### src/inc/gsw_defines.svh
// gsw_defines.svh: offsets, field positions, reset values for the guest status word block
// assumes: included by bare name from package and design files
`ifndef GSW_DEFINES_SVH
`define GSW_DEFINES_SVH
`define GSW_OFF_PSW 12'h000
`define GSW_OFF_CFG 12'h004
`define GSW_OFF_IRQ_STAT 12'h008
`define GSW_OFF_IRQ_MASK 12'h00C
`define GSW_OFF_ACK_STAT 12'h010
`define GSW_BIT_UM 30
`define GSW_MASK_HI 25
`define GSW_MASK_LO 20
`define GSW_BIT_CP2 18
`define GSW_BIT_CP1 17
`define GSW_BIT_CP0 16
`define GSW_PRIO_NEVER 6'h3F
`define GSW_PRIO_W 6
`define GSW_CP_RESET 3'h0
`define GSW_MASK_RESET 6'h00
`define GSW_EV_ACK 0
`define GSW_EV_WAKE 1
`define GSW_EV_CPU 2
`define GSW_EV_W 3
`endif

### src/inc/gsw_pkg.sv
// gsw_pkg: types shared by the guest status word block
// assumes: gsw_defines.svh on the include path
`include "gsw_defines.svh"
package gsw_pkg;
    typedef struct packed {
        logic valid;
        logic [5:0] prio;
    } gsw_irq_req_t;
    typedef struct packed {
        logic valid;
        logic [1:0] cop;
    } gsw_cop_req_t;
    typedef enum logic [1:0] {
        GSW_IDLE,
        GSW_ACCESS
    } gsw_apb_state_t;
endpackage

### src/design/gsw_prio_gate.sv
// gsw_prio_gate: decides whether a prioritized maskable request may be acknowledged
// assumes: inputs are on pclk; result is registered for one cycle
`timescale 1ns/100ps
`default_nettype none
`include "gsw_defines.svh"
module gsw_prio_gate
    import gsw_pkg::*;
(
    input wire logic pclk,
    input wire logic presetn,
    input wire gsw_irq_req_t req,
    input wire logic [5:0] mask,
    input wire logic level_en,
    input wire logic irq_enable,
    output logic grant_ff,
    output logic wake_ff
);
    logic below_mask;
    logic never_prio;
    logic nxt_grant;
    assign below_mask = !level_en || (req.prio < mask);
    assign never_prio = (req.prio == `GSW_PRIO_NEVER);
    assign nxt_grant = req.valid && irq_enable && below_mask && !never_prio;
    always_ff @(posedge pclk or negedge presetn) begin
        if (!presetn) begin
            grant_ff <= 1'b0;
            wake_ff <= 1'b0;
        end else begin
            grant_ff <= nxt_grant;
            wake_ff <= req.valid;
        end
    end
endmodule
`default_nettype wire

### src/design/gsw_cop_check.sv
// gsw_cop_check: raises coprocessor-unusable for ops on a coprocessor without permission
// assumes: one op request per cycle from the pipeline on pclk
`timescale 1ns/100ps
`default_nettype none
module gsw_cop_check
    import gsw_pkg::*;
(
    input wire logic pclk,
    input wire logic presetn,
    input wire gsw_cop_req_t op,
    input wire logic [2:0] perm,
    output logic fault_ff
);
    logic [3:0] perm_ext;
    logic allowed;
    // code 3 names no coprocessor, so its slot is always empty
    assign perm_ext = {1'b0, perm};
    assign allowed = perm_ext[op.cop];
    always_ff @(posedge pclk or negedge presetn) begin
        if (!presetn) begin
            fault_ff <= 1'b0;
        end else begin
            fault_ff <= op.valid && !allowed;
        end
    end
endmodule
`default_nettype wire

### src/design/gsw_top.sv
// gsw_top: upper fields of the guest program status word with an APB slave
// assumes: interrupt controller holds a request until ack or withdrawal;
// pipeline gives one coprocessor op per cycle; all inputs are on pclk
// limitation: lower status fields live elsewhere and read as zero here
//
// The register addresses and the APB register port are this design's own decisions.
`timescale 1ns/100ps
`default_nettype none
`include "gsw_defines.svh"
module gsw_top
    import gsw_pkg::*;
#(
    parameter bit HAS_XFN = 1'b1,
    parameter bit HAS_FPU = 1'b1
) (
    input wire logic pclk,
    input wire logic presetn,
    input wire logic psel,
    input wire logic penable,
    input wire logic pwrite,
    input wire logic [11:0] paddr,
    input wire logic [31:0] pwdata,
    input wire logic [3:0] pstrb,
    output logic [31:0] prdata,
    output logic pready,
    output logic pslverr,
    input wire gsw_irq_req_t irq_req,
    output logic irq_ack,
    output logic [5:0] irq_ack_prio,
    output logic cpu_wake,
    input wire gsw_cop_req_t cop_op,
    output logic cop_unusable,
    output logic guest_user_mode,
    output logic irq
);
    // ------------------------------------------------------------
    // state
    // ------------------------------------------------------------
    logic um_ff;
    logic [5:0] mask_ff;
    logic [2:0] cp_ff;
    logic level_en_ff;
    logic irq_en_ff;
    logic [`GSW_EV_W-1:0] stat_ff;
    logic [`GSW_EV_W-1:0] imask_ff;
    logic [5:0] ack_prio_ff;
    logic [31:0] prdata_ff;
    logic irq_ff;
    logic grant;
    logic wake;
    logic fault;
    logic [5:0] req_prio_ff;
    logic pready_ff;
    logic pslverr_ff;
    genvar gi;

    // ------------------------------------------------------------
    // apb decode
    // ------------------------------------------------------------
    logic acc;
    logic wr;
    logic hit_psw;
    logic hit_cfg;
    logic hit_stat;
    logic hit_imask;
    logic hit_ack;
    logic mapped;
    wire logic [31:0] wmask;
    logic [31:0] cfg_rd;
    logic [31:0] stat_rd;
    logic [31:0] imask_rd;
    logic [31:0] ack_rd;
    logic cfg_wr;
    logic imask_wr;
    logic stat_wr;
    logic [31:0] wval;
    logic [31:0] psw_rd;
    logic [31:0] rd_mux;
    logic [2:0] cp_present;
    assign acc = psel && penable;
    assign wr = acc && pwrite;
    assign hit_psw = (paddr == `GSW_OFF_PSW);
    assign hit_cfg = (paddr == `GSW_OFF_CFG);
    assign hit_stat = (paddr == `GSW_OFF_IRQ_STAT);
    assign hit_imask = (paddr == `GSW_OFF_IRQ_MASK);
    assign hit_ack = (paddr == `GSW_OFF_ACK_STAT);
    assign mapped = hit_psw || hit_cfg || hit_stat || hit_imask || hit_ack;
    // the other registers only look at lane 0
    assign cfg_wr = wr && hit_cfg && pstrb[0];
    assign imask_wr = wr && hit_imask && pstrb[0];
    assign stat_wr = wr && hit_stat && pstrb[0];
    // byte lanes not strobed keep their old contents
    generate
        for (gi = 0; gi < 4; gi++) begin : g_lane
            assign wmask[gi*8 +: 8] = {8{pstrb[gi]}};
        end
    endgenerate
    assign wval = (pwdata & wmask) | (psw_rd & ~wmask);
    // absent coprocessors never hold a permission bit
    assign cp_present = {1'b0, HAS_XFN, HAS_FPU};

    // reserved bits stay zero because nothing stores them
    assign psw_rd = {1'b0, um_ff, 4'h0, mask_ff, 1'b0, cp_ff, 16'h0000};
    assign cfg_rd = {30'h0, irq_en_ff, level_en_ff};
    assign stat_rd = {29'h0, stat_ff};
    assign imask_rd = {29'h0, imask_ff};
    assign ack_rd = {26'h0, ack_prio_ff};

    always_comb begin
        rd_mux = 32'h0000_0000;
        if (hit_psw) begin
            rd_mux = psw_rd;
        end else if (hit_cfg) begin
            rd_mux = cfg_rd;
        end else if (hit_stat) begin
            rd_mux = stat_rd;
        end else if (hit_imask) begin
            rd_mux = imask_rd;
        end else if (hit_ack) begin
            rd_mux = ack_rd;
        end
    end

    // ------------------------------------------------------------
    // status word fields
    // ------------------------------------------------------------
    logic psw_wr;
    logic [5:0] nxt_mask;
    wire logic [2:0] nxt_cp;
    logic nxt_um;
    assign psw_wr = wr && hit_psw;
    // privilege moves only by software; no hardware event here touches it
    assign nxt_um = psw_wr ? wval[`GSW_BIT_UM] : um_ff;
    // a permission bit exists only where its coprocessor does
    generate
        for (gi = 0; gi < 3; gi++) begin : g_cp
            assign nxt_cp[gi] = cp_present[gi]
                && (psw_wr ? wval[`GSW_BIT_CP0 + gi] : cp_ff[gi]);
        end
    endgenerate
    // acknowledgement update wins over a software write in the same cycle
    always_comb begin
        nxt_mask = mask_ff;
        if (grant && level_en_ff) begin
            nxt_mask = req_prio_ff;
        end else if (psw_wr) begin
            nxt_mask = wval[`GSW_MASK_HI:`GSW_MASK_LO];
        end
    end

    always_ff @(posedge pclk or negedge presetn) begin
        if (!presetn) begin
            um_ff <= 1'b0;
            mask_ff <= `GSW_MASK_RESET;
            cp_ff <= `GSW_CP_RESET;
        end else begin
            um_ff <= nxt_um;
            mask_ff <= nxt_mask;
            cp_ff <= nxt_cp;
        end
    end

    // ------------------------------------------------------------
    // configuration
    // ------------------------------------------------------------
    always_ff @(posedge pclk or negedge presetn) begin
        if (!presetn) begin
            level_en_ff <= 1'b0;
            irq_en_ff <= 1'b0;
        end else if (cfg_wr) begin
            level_en_ff <= pwdata[0];
            irq_en_ff <= pwdata[1];
        end
    end

    always_ff @(posedge pclk or negedge presetn) begin
        if (!presetn) begin
            imask_ff <= '0;
        end else if (imask_wr) begin
            imask_ff <= pwdata[`GSW_EV_W-1:0];
        end
    end

    // ------------------------------------------------------------
    // acknowledge path
    // ------------------------------------------------------------
    // no new grant while one is out, so one request is never acknowledged twice in a row
    logic gate_en;
    assign gate_en = irq_en_ff && !grant;

    // grant is one cycle behind the request; priority is kept alongside it
    gsw_prio_gate u_gate (
        .pclk(pclk),
        .presetn(presetn),
        .req(irq_req),
        .mask(mask_ff),
        .level_en(level_en_ff),
        .irq_enable(gate_en),
        .grant_ff(grant),
        .wake_ff(wake)
    );

    gsw_cop_check u_cop (
        .pclk(pclk),
        .presetn(presetn),
        .op(cop_op),
        .perm(cp_ff),
        .fault_ff(fault)
    );

    always_ff @(posedge pclk or negedge presetn) begin
        if (!presetn) begin
            req_prio_ff <= 6'h00;
        end else begin
            req_prio_ff <= irq_req.prio;
        end
    end

    // last acknowledged priority is kept for software; it lags irq_ack by one cycle
    always_ff @(posedge pclk or negedge presetn) begin
        if (!presetn) begin
            ack_prio_ff <= 6'h00;
        end else if (grant) begin
            ack_prio_ff <= req_prio_ff;
        end
    end

    // ------------------------------------------------------------
    // events and interrupt
    // ------------------------------------------------------------
    wire logic [`GSW_EV_W-1:0] ev;
    wire logic [`GSW_EV_W-1:0] clr;
    wire logic [`GSW_EV_W-1:0] nxt_stat;
    assign ev[`GSW_EV_ACK] = grant;
    assign ev[`GSW_EV_WAKE] = wake;
    assign ev[`GSW_EV_CPU] = fault;
    // one sticky bit per event; a new event beats a clear landing in the same cycle
    generate
        for (gi = 0; gi < `GSW_EV_W; gi++) begin : g_ev
            assign clr[gi] = stat_wr && pwdata[gi];
            assign nxt_stat[gi] = (stat_ff[gi] && !clr[gi]) || ev[gi];
        end
    endgenerate

    always_ff @(posedge pclk or negedge presetn) begin
        if (!presetn) begin
            stat_ff <= '0;
        end else begin
            stat_ff <= nxt_stat;
        end
    end

    // the line follows the next status so it rises with the status bit, a cycle after the event
    always_ff @(posedge pclk or negedge presetn) begin
        if (!presetn) begin
            irq_ff <= 1'b0;
        end else begin
            irq_ff <= |(nxt_stat & imask_ff);
        end
    end

    // ------------------------------------------------------------
    // outputs
    // ------------------------------------------------------------
    always_ff @(posedge pclk or negedge presetn) begin
        if (!presetn) begin
            prdata_ff <= 32'h0000_0000;
        end else if (psel && !penable && !pwrite) begin
            prdata_ff <= rd_mux;
        end
    end

    // the error flag is taken in the setup cycle so the access cycle reads a register
    always_ff @(posedge pclk or negedge presetn) begin
        if (!presetn) begin
            pready_ff <= 1'b0;
            pslverr_ff <= 1'b0;
        end else begin
            pready_ff <= 1'b1;
            pslverr_ff <= psel && !penable && !mapped;
        end
    end

    assign prdata = prdata_ff;
    assign pready = pready_ff;
    assign pslverr = pslverr_ff;
    assign irq_ack = grant;
    assign irq_ack_prio = ack_prio_ff;
    assign cpu_wake = wake;
    assign cop_unusable = fault;
    assign guest_user_mode = um_ff;
    assign irq = irq_ff;
endmodule
`default_nettype wire

### config.mk
export PLATFORM = sky130hd
export DESIGN_NAME = gsw_top
export DESIGN_NICKNAME = d
export VERILOG_FILES = /design/src/inc/gsw_pkg.sv /design/src/design/gsw_prio_gate.sv /design/src/design/gsw_cop_check.sv /design/src/design/gsw_top.sv
export VERILOG_INCLUDE_DIRS = /design/src /design/src/inc
export SDC_FILE = /design/constraint.sdc
export NUM_CORES = 1
export LEC_CHECK = 0
export ABC_AREA = 1
export BUFFER_PORTS_ARGS = -buffer_cell sky130_fd_sc_hd__buf_2
export CORE_UTILIZATION = 45
export DETAILED_ROUTE_END_ITERATION = 8
export GPL_TIMING_DRIVEN = 0
export PLACE_DENSITY = 0.76
export RECOVER_POWER = 50
export SLEW_MARGIN = 10
export SYNTH_ARGS = -nofsm -noshare
export SYNTH_HDL_FRONTEND = slang
export SYNTH_SLANG_ARGS = --single-unit
### constraint.sdc
create_clock -name pclk -period 1.8 [get_ports pclk]
set_input_delay 0.09 -clock pclk [delete_from_list [all_inputs] [get_ports pclk]]
set_output_delay 0.09 -clock pclk [all_outputs]
set_load 0.01 [all_outputs]
# == Word level (Yosys, flattened, before mapping) ==
# Index checks and enable logic that the tools add are counted.
# word_totals
wordCells,82
ramBits,0
input_bits,63
memories,0
rom_bits,0
latch_bits,0
regBits,67
# op_classes
n_mul,0
reduce_logical,45
n_eq_ne,5
bitwise_logic,5
mux,9
shift,0
n_lt_le_gt_ge,2
n_addsub,0
div,0
# ops
operator,count
32-bit 2-to-1 mux,4
31-bit AND,2
31-bit inverter,1
31-bit bitwise OR,1
12-bit by 4-bit == test with 1-bit output (second input constant),2
1-bit logical AND,24
6-bit 2-to-1 mux,3
12-bit by 3-bit == test with 1-bit output (second input constant),1
12-bit by 5-bit == test with 1-bit output (second input constant),1
12-bit zero test,1
1-bit zero test,10
1-bit logical OR,8
6-bit == test (second input constant),1
6-bit < comparator,1
3-bit AND,1
2-bit by 3-bit < comparator with 1-bit output (second input constant),1
3-bit OR reduction,1
1-bit binary-select mux with 2-bit select,1
2-bit nonzero test,1
1-bit 2-to-1 mux,1

# == Logic depth before layout (Yosys ltp) ==
# logic_depth
ltp_word,10
depth_mapped,11
mapped_depth_nobuf,10

# == Hierarchy ==
# From an unflattened synthesis, not the netlist that was laid out.
# unflattened
hier_cells,315
hier_area_um2,2608.8
# by_module_without_submodules
mod,cells_each,seq_area_each_um2,area_each_um2,instances
gsw_top,270,1176.1,2314.7,1
gsw_prio_gate,36,50.0,234.0,1
gsw_cop_check,9,25.0,60.1,1

# == Worst setup path before layout ==
# Ideal clock, no wire load.
# synth_timing
path_kind,register to register
from,register u_gate.grant_ff
to,register (tool-made name)
stages_incl_launch_ff,7
slack_ps,585
required_time_ps,1674
setup_ps,126
arrival_time_ps,1089
n_path_buf,1
synth_period_minus_slack_ps,1215
cell_sequence,dfrtp_1 -> clkbuf_1 -> nand2_1 -> nor2_1 -> a21oi_1 -> nand2_1 -> o21ai_0
# synth_lines
element,line,text
from (decl),gsw_prio_gate.sv:15,"output logic grant_ff,"
from (signal assigned),gsw_prio_gate.sv:29,grant_ff <= nxt_grant;

==> flow_summary.ini <==
[run_status]
result_of_the_run = finished clean

[finish]
layout_common_cells = nand2_1, buf_2, dfrtp_1, inv_1, o21ai_0
final_net_count = 466
final_common_cell = nand2_1
syn_to_final_growth_pct = 25.72
finalCoreUtilization_pct = 60.37
insertedDiodeCount = 0
final_layout_size_suffix_gt1_share_pct = 23.81

[floorplanning]
die-area_sq_mm = 0.005891
rows = 26
placeableCoreArea_sq_mm = 0.005238
pin_count = 108
initial_util_pct = 48.02
dieHeight_um = 76.76
die_width_um = 76.76

[power]
power_density_mw_per_mm2 = 674.3
vdd_ir_drop_max_mv = 0.5127
power_leakage_uw = 0.001748

[critical_path]
crit_cells = 6
critical-path-top-delay-family = simple AND/OR/NAND/NOR gates
r2r_cells = 6
worst-path-buf-inv = 1
timing.critical_path.mode_cell = nand2_1
path_class = reg -> reg
crit_path_cell_trace = clkbuf_1 -> nand2_1 -> nor2_1 -> a21oi_1 -> nand2_1 -> o21ai_0
worst_setup_path_startpoint = level_en_ff
worstReg2RegStart = level_en_ff
timing.critical_path.slowest_cell_delay_ns = 0.33
startpoint_type = flip-flop
cell_at_the_slowest_stage_of_the_critical_path = dfrtp_1
critPathMaxFanout = 10
timing.critical_path.arrival_ns = 1.62
end_kind = flip-flop
timing.critical_path.required_ns = 1.98
reg2reg_slack_ns = 0.35

[route]
final_wirelength_um = 5298
avgViaCountPerCell = 4.648
drc_errors = 0
firstDrtPassIters = 4
average_detailed_routed_wire_length_per_instance_um = 11.30
drt_iter0_drc = 171
vias = 2180
drt.antenna.violating_nets = 0

[global_routing]
global_route_wire_length_before_repair_um = 9190
antenna_found_initial = 0
globalRoute.totalOverflow = 0
first_global_vias = 2015
maximum_number_of_pins_on_one_net_before_global_route_repair = 51
globalRouteTotalUtil_pct = 19.66

[clock_network]
number_of_levels_the_h_tree_was_split_into = 2
worst_skew_pair.late_latency_ns = 0.30
post_cts_resized = 0
clk_pin_slew_worst_paths_ns = 0.09
root_buffer = clkbuf_8
numClockSinks = 50
clock_path_buffers = 2
tritoncts.num_buffers = 5
clock_tree_from_tritoncts = built

[timing]
relSlewSlack_pct = 22.98
finalSetupTns_ns = 0
timing.final.crit_share_pct = 80.44
slew_limit_fails = 0
clk_skew_ns = 0.01082
finalHoldViolations = 0
setup_repair_after_global_routing_missed_its_margin = false
post-route-min-period_ns = 1.448
final_setup_violating_endpoints = 0
max_freq_mhz = 690.7
max_slew.worst_pin.slew_ns = 1.155

[logic_synthesis]
avgSynthCellArea_sq_um = 8.383
synth_seq_cells = 50
synth-warning-count = 0
synthesis.area_sq_mm = 0.002515
postSynthCellCount = 300
yosysUniqueCellTypes = 28
synth-seq-area-share_pct = 49.75

[placement]
finalWeightedCongestion = 0.8739
dp.final_hpwl_um = 4225
port_buffers = 68

[run]
max_cap_viol_count = 0

[min_path]
hold_class = in -> async
layout make-up:
type	instances	area [sq um]
multi-input cells	212	1035
flip-flops and latches	50	1251
plain buffers	24	166.4
clock buffers	5	68.82
well taps	70	87.58
repair buffers	75	396.6
fillers	470	2076
inverters	30	112.6
clock inverters	3	43.79
timing repair:
action                                 in CTS  in global routing
endpoints found under the hold margin       7                  0
hold buffers                                7                  0
buffers inserted                            0                  0
worst register-to-register path: stages (launching register included):
cell,delay [ns]
dfrtp_1,0.33
clkbuf_1,0.30
nand2_1,0.32
nor2_1,0.17
a21oi_1,0.05
nand2_1,0.08
o21ai_0,0.08
per-layer routing:
metal | vias up | global-route usage, % | part of all wire, %
met3 | 7 | 3.810 | 5.9
met2 | 71 | 31.16 | 45
li1 | 1130 | - | -
met1 | 972 | 27.03 | 47
met5 | - | 0 | 0
met4 | 0 | 6.346 | 1.6
how the worst min path moves through the flow:
stage / from / endpoint / slack (ns) / cells after the start
after floorplan: presetn / async pin / -0.21 / 0
after global placement: irq_req[6] / u_gate.wake_ff / 0.22 / 1
after detailed placement: irq_req[6] / u_gate.wake_ff / 0.22 / 1
after CTS: presetn / irq / 0.009 / 1
after global routing: pwdata[30] / flip-flop / 0.01 / 3
final: presetn / irq / 0.007 / 1
cells in the mapped netlist (all sizes together):
cell / instances / area share (%)
nand3: 21 / 4.7
o21ai: 23 / 4.6
a21oi: 4 / 0.80
nand4: 8 / 2.0
ha: 5 / 2.5
dfrtp: 50 / 50
buf: 21 / 6.5
o31ai: 2 / 0.60
nor2: 26 / 4.9
a211oi: 2 / 0.60
nor4: 1 / 0.25
o21a: 2 / 0.60
inv: 30 / 4.5
or2: 1 / 0.25
mux2i: 5 / 2.0
o31a: 1 / 0.35
conb: 2 / 0.30
clkbuf: 3 / 0.45
nand2: 90 / 14
nor3: 3 / 0.60
logic make-up after synthesis:
logic type / count (synthesis) / synth area share, %
AND/OR/NAND/NOR: 150 / 26.57
buffers and inverters: 54 / 11.39
other: 2 / 0.2986
flip-flops: 50 / 49.75
multiplexers: 5 / 1.990
adder cells (fa/ha/maj): 5 / 2.488
AO/OA/AOI/OAI: 34 / 7.512
where the power goes:
part	switching [uW]	internal, uW	total, uW
sequential	8.01	1140	1140
clock	374	417	791
combinational	112	86.4	198
per-stage QoR:
step	std cells	setup slack [ns]	total power, uW	hold WS, ns	area (sq um)
5_1_grt	469	0.1659	2223	0.01011	3162
4_1_cts	469	0.3635	2150	0.008616	3186
2_1_floorplan	316	0.5847	1259	-0.2056	2575
6_report	469	0.3521	2132	0.007405	3162
3_3_place_gp	454	0.4025	1352	0.2170	3003
3_5_place_dp	454	0.3760	1355	0.2173	3003
No activity file was read; power rests on OpenSTA's default activity.
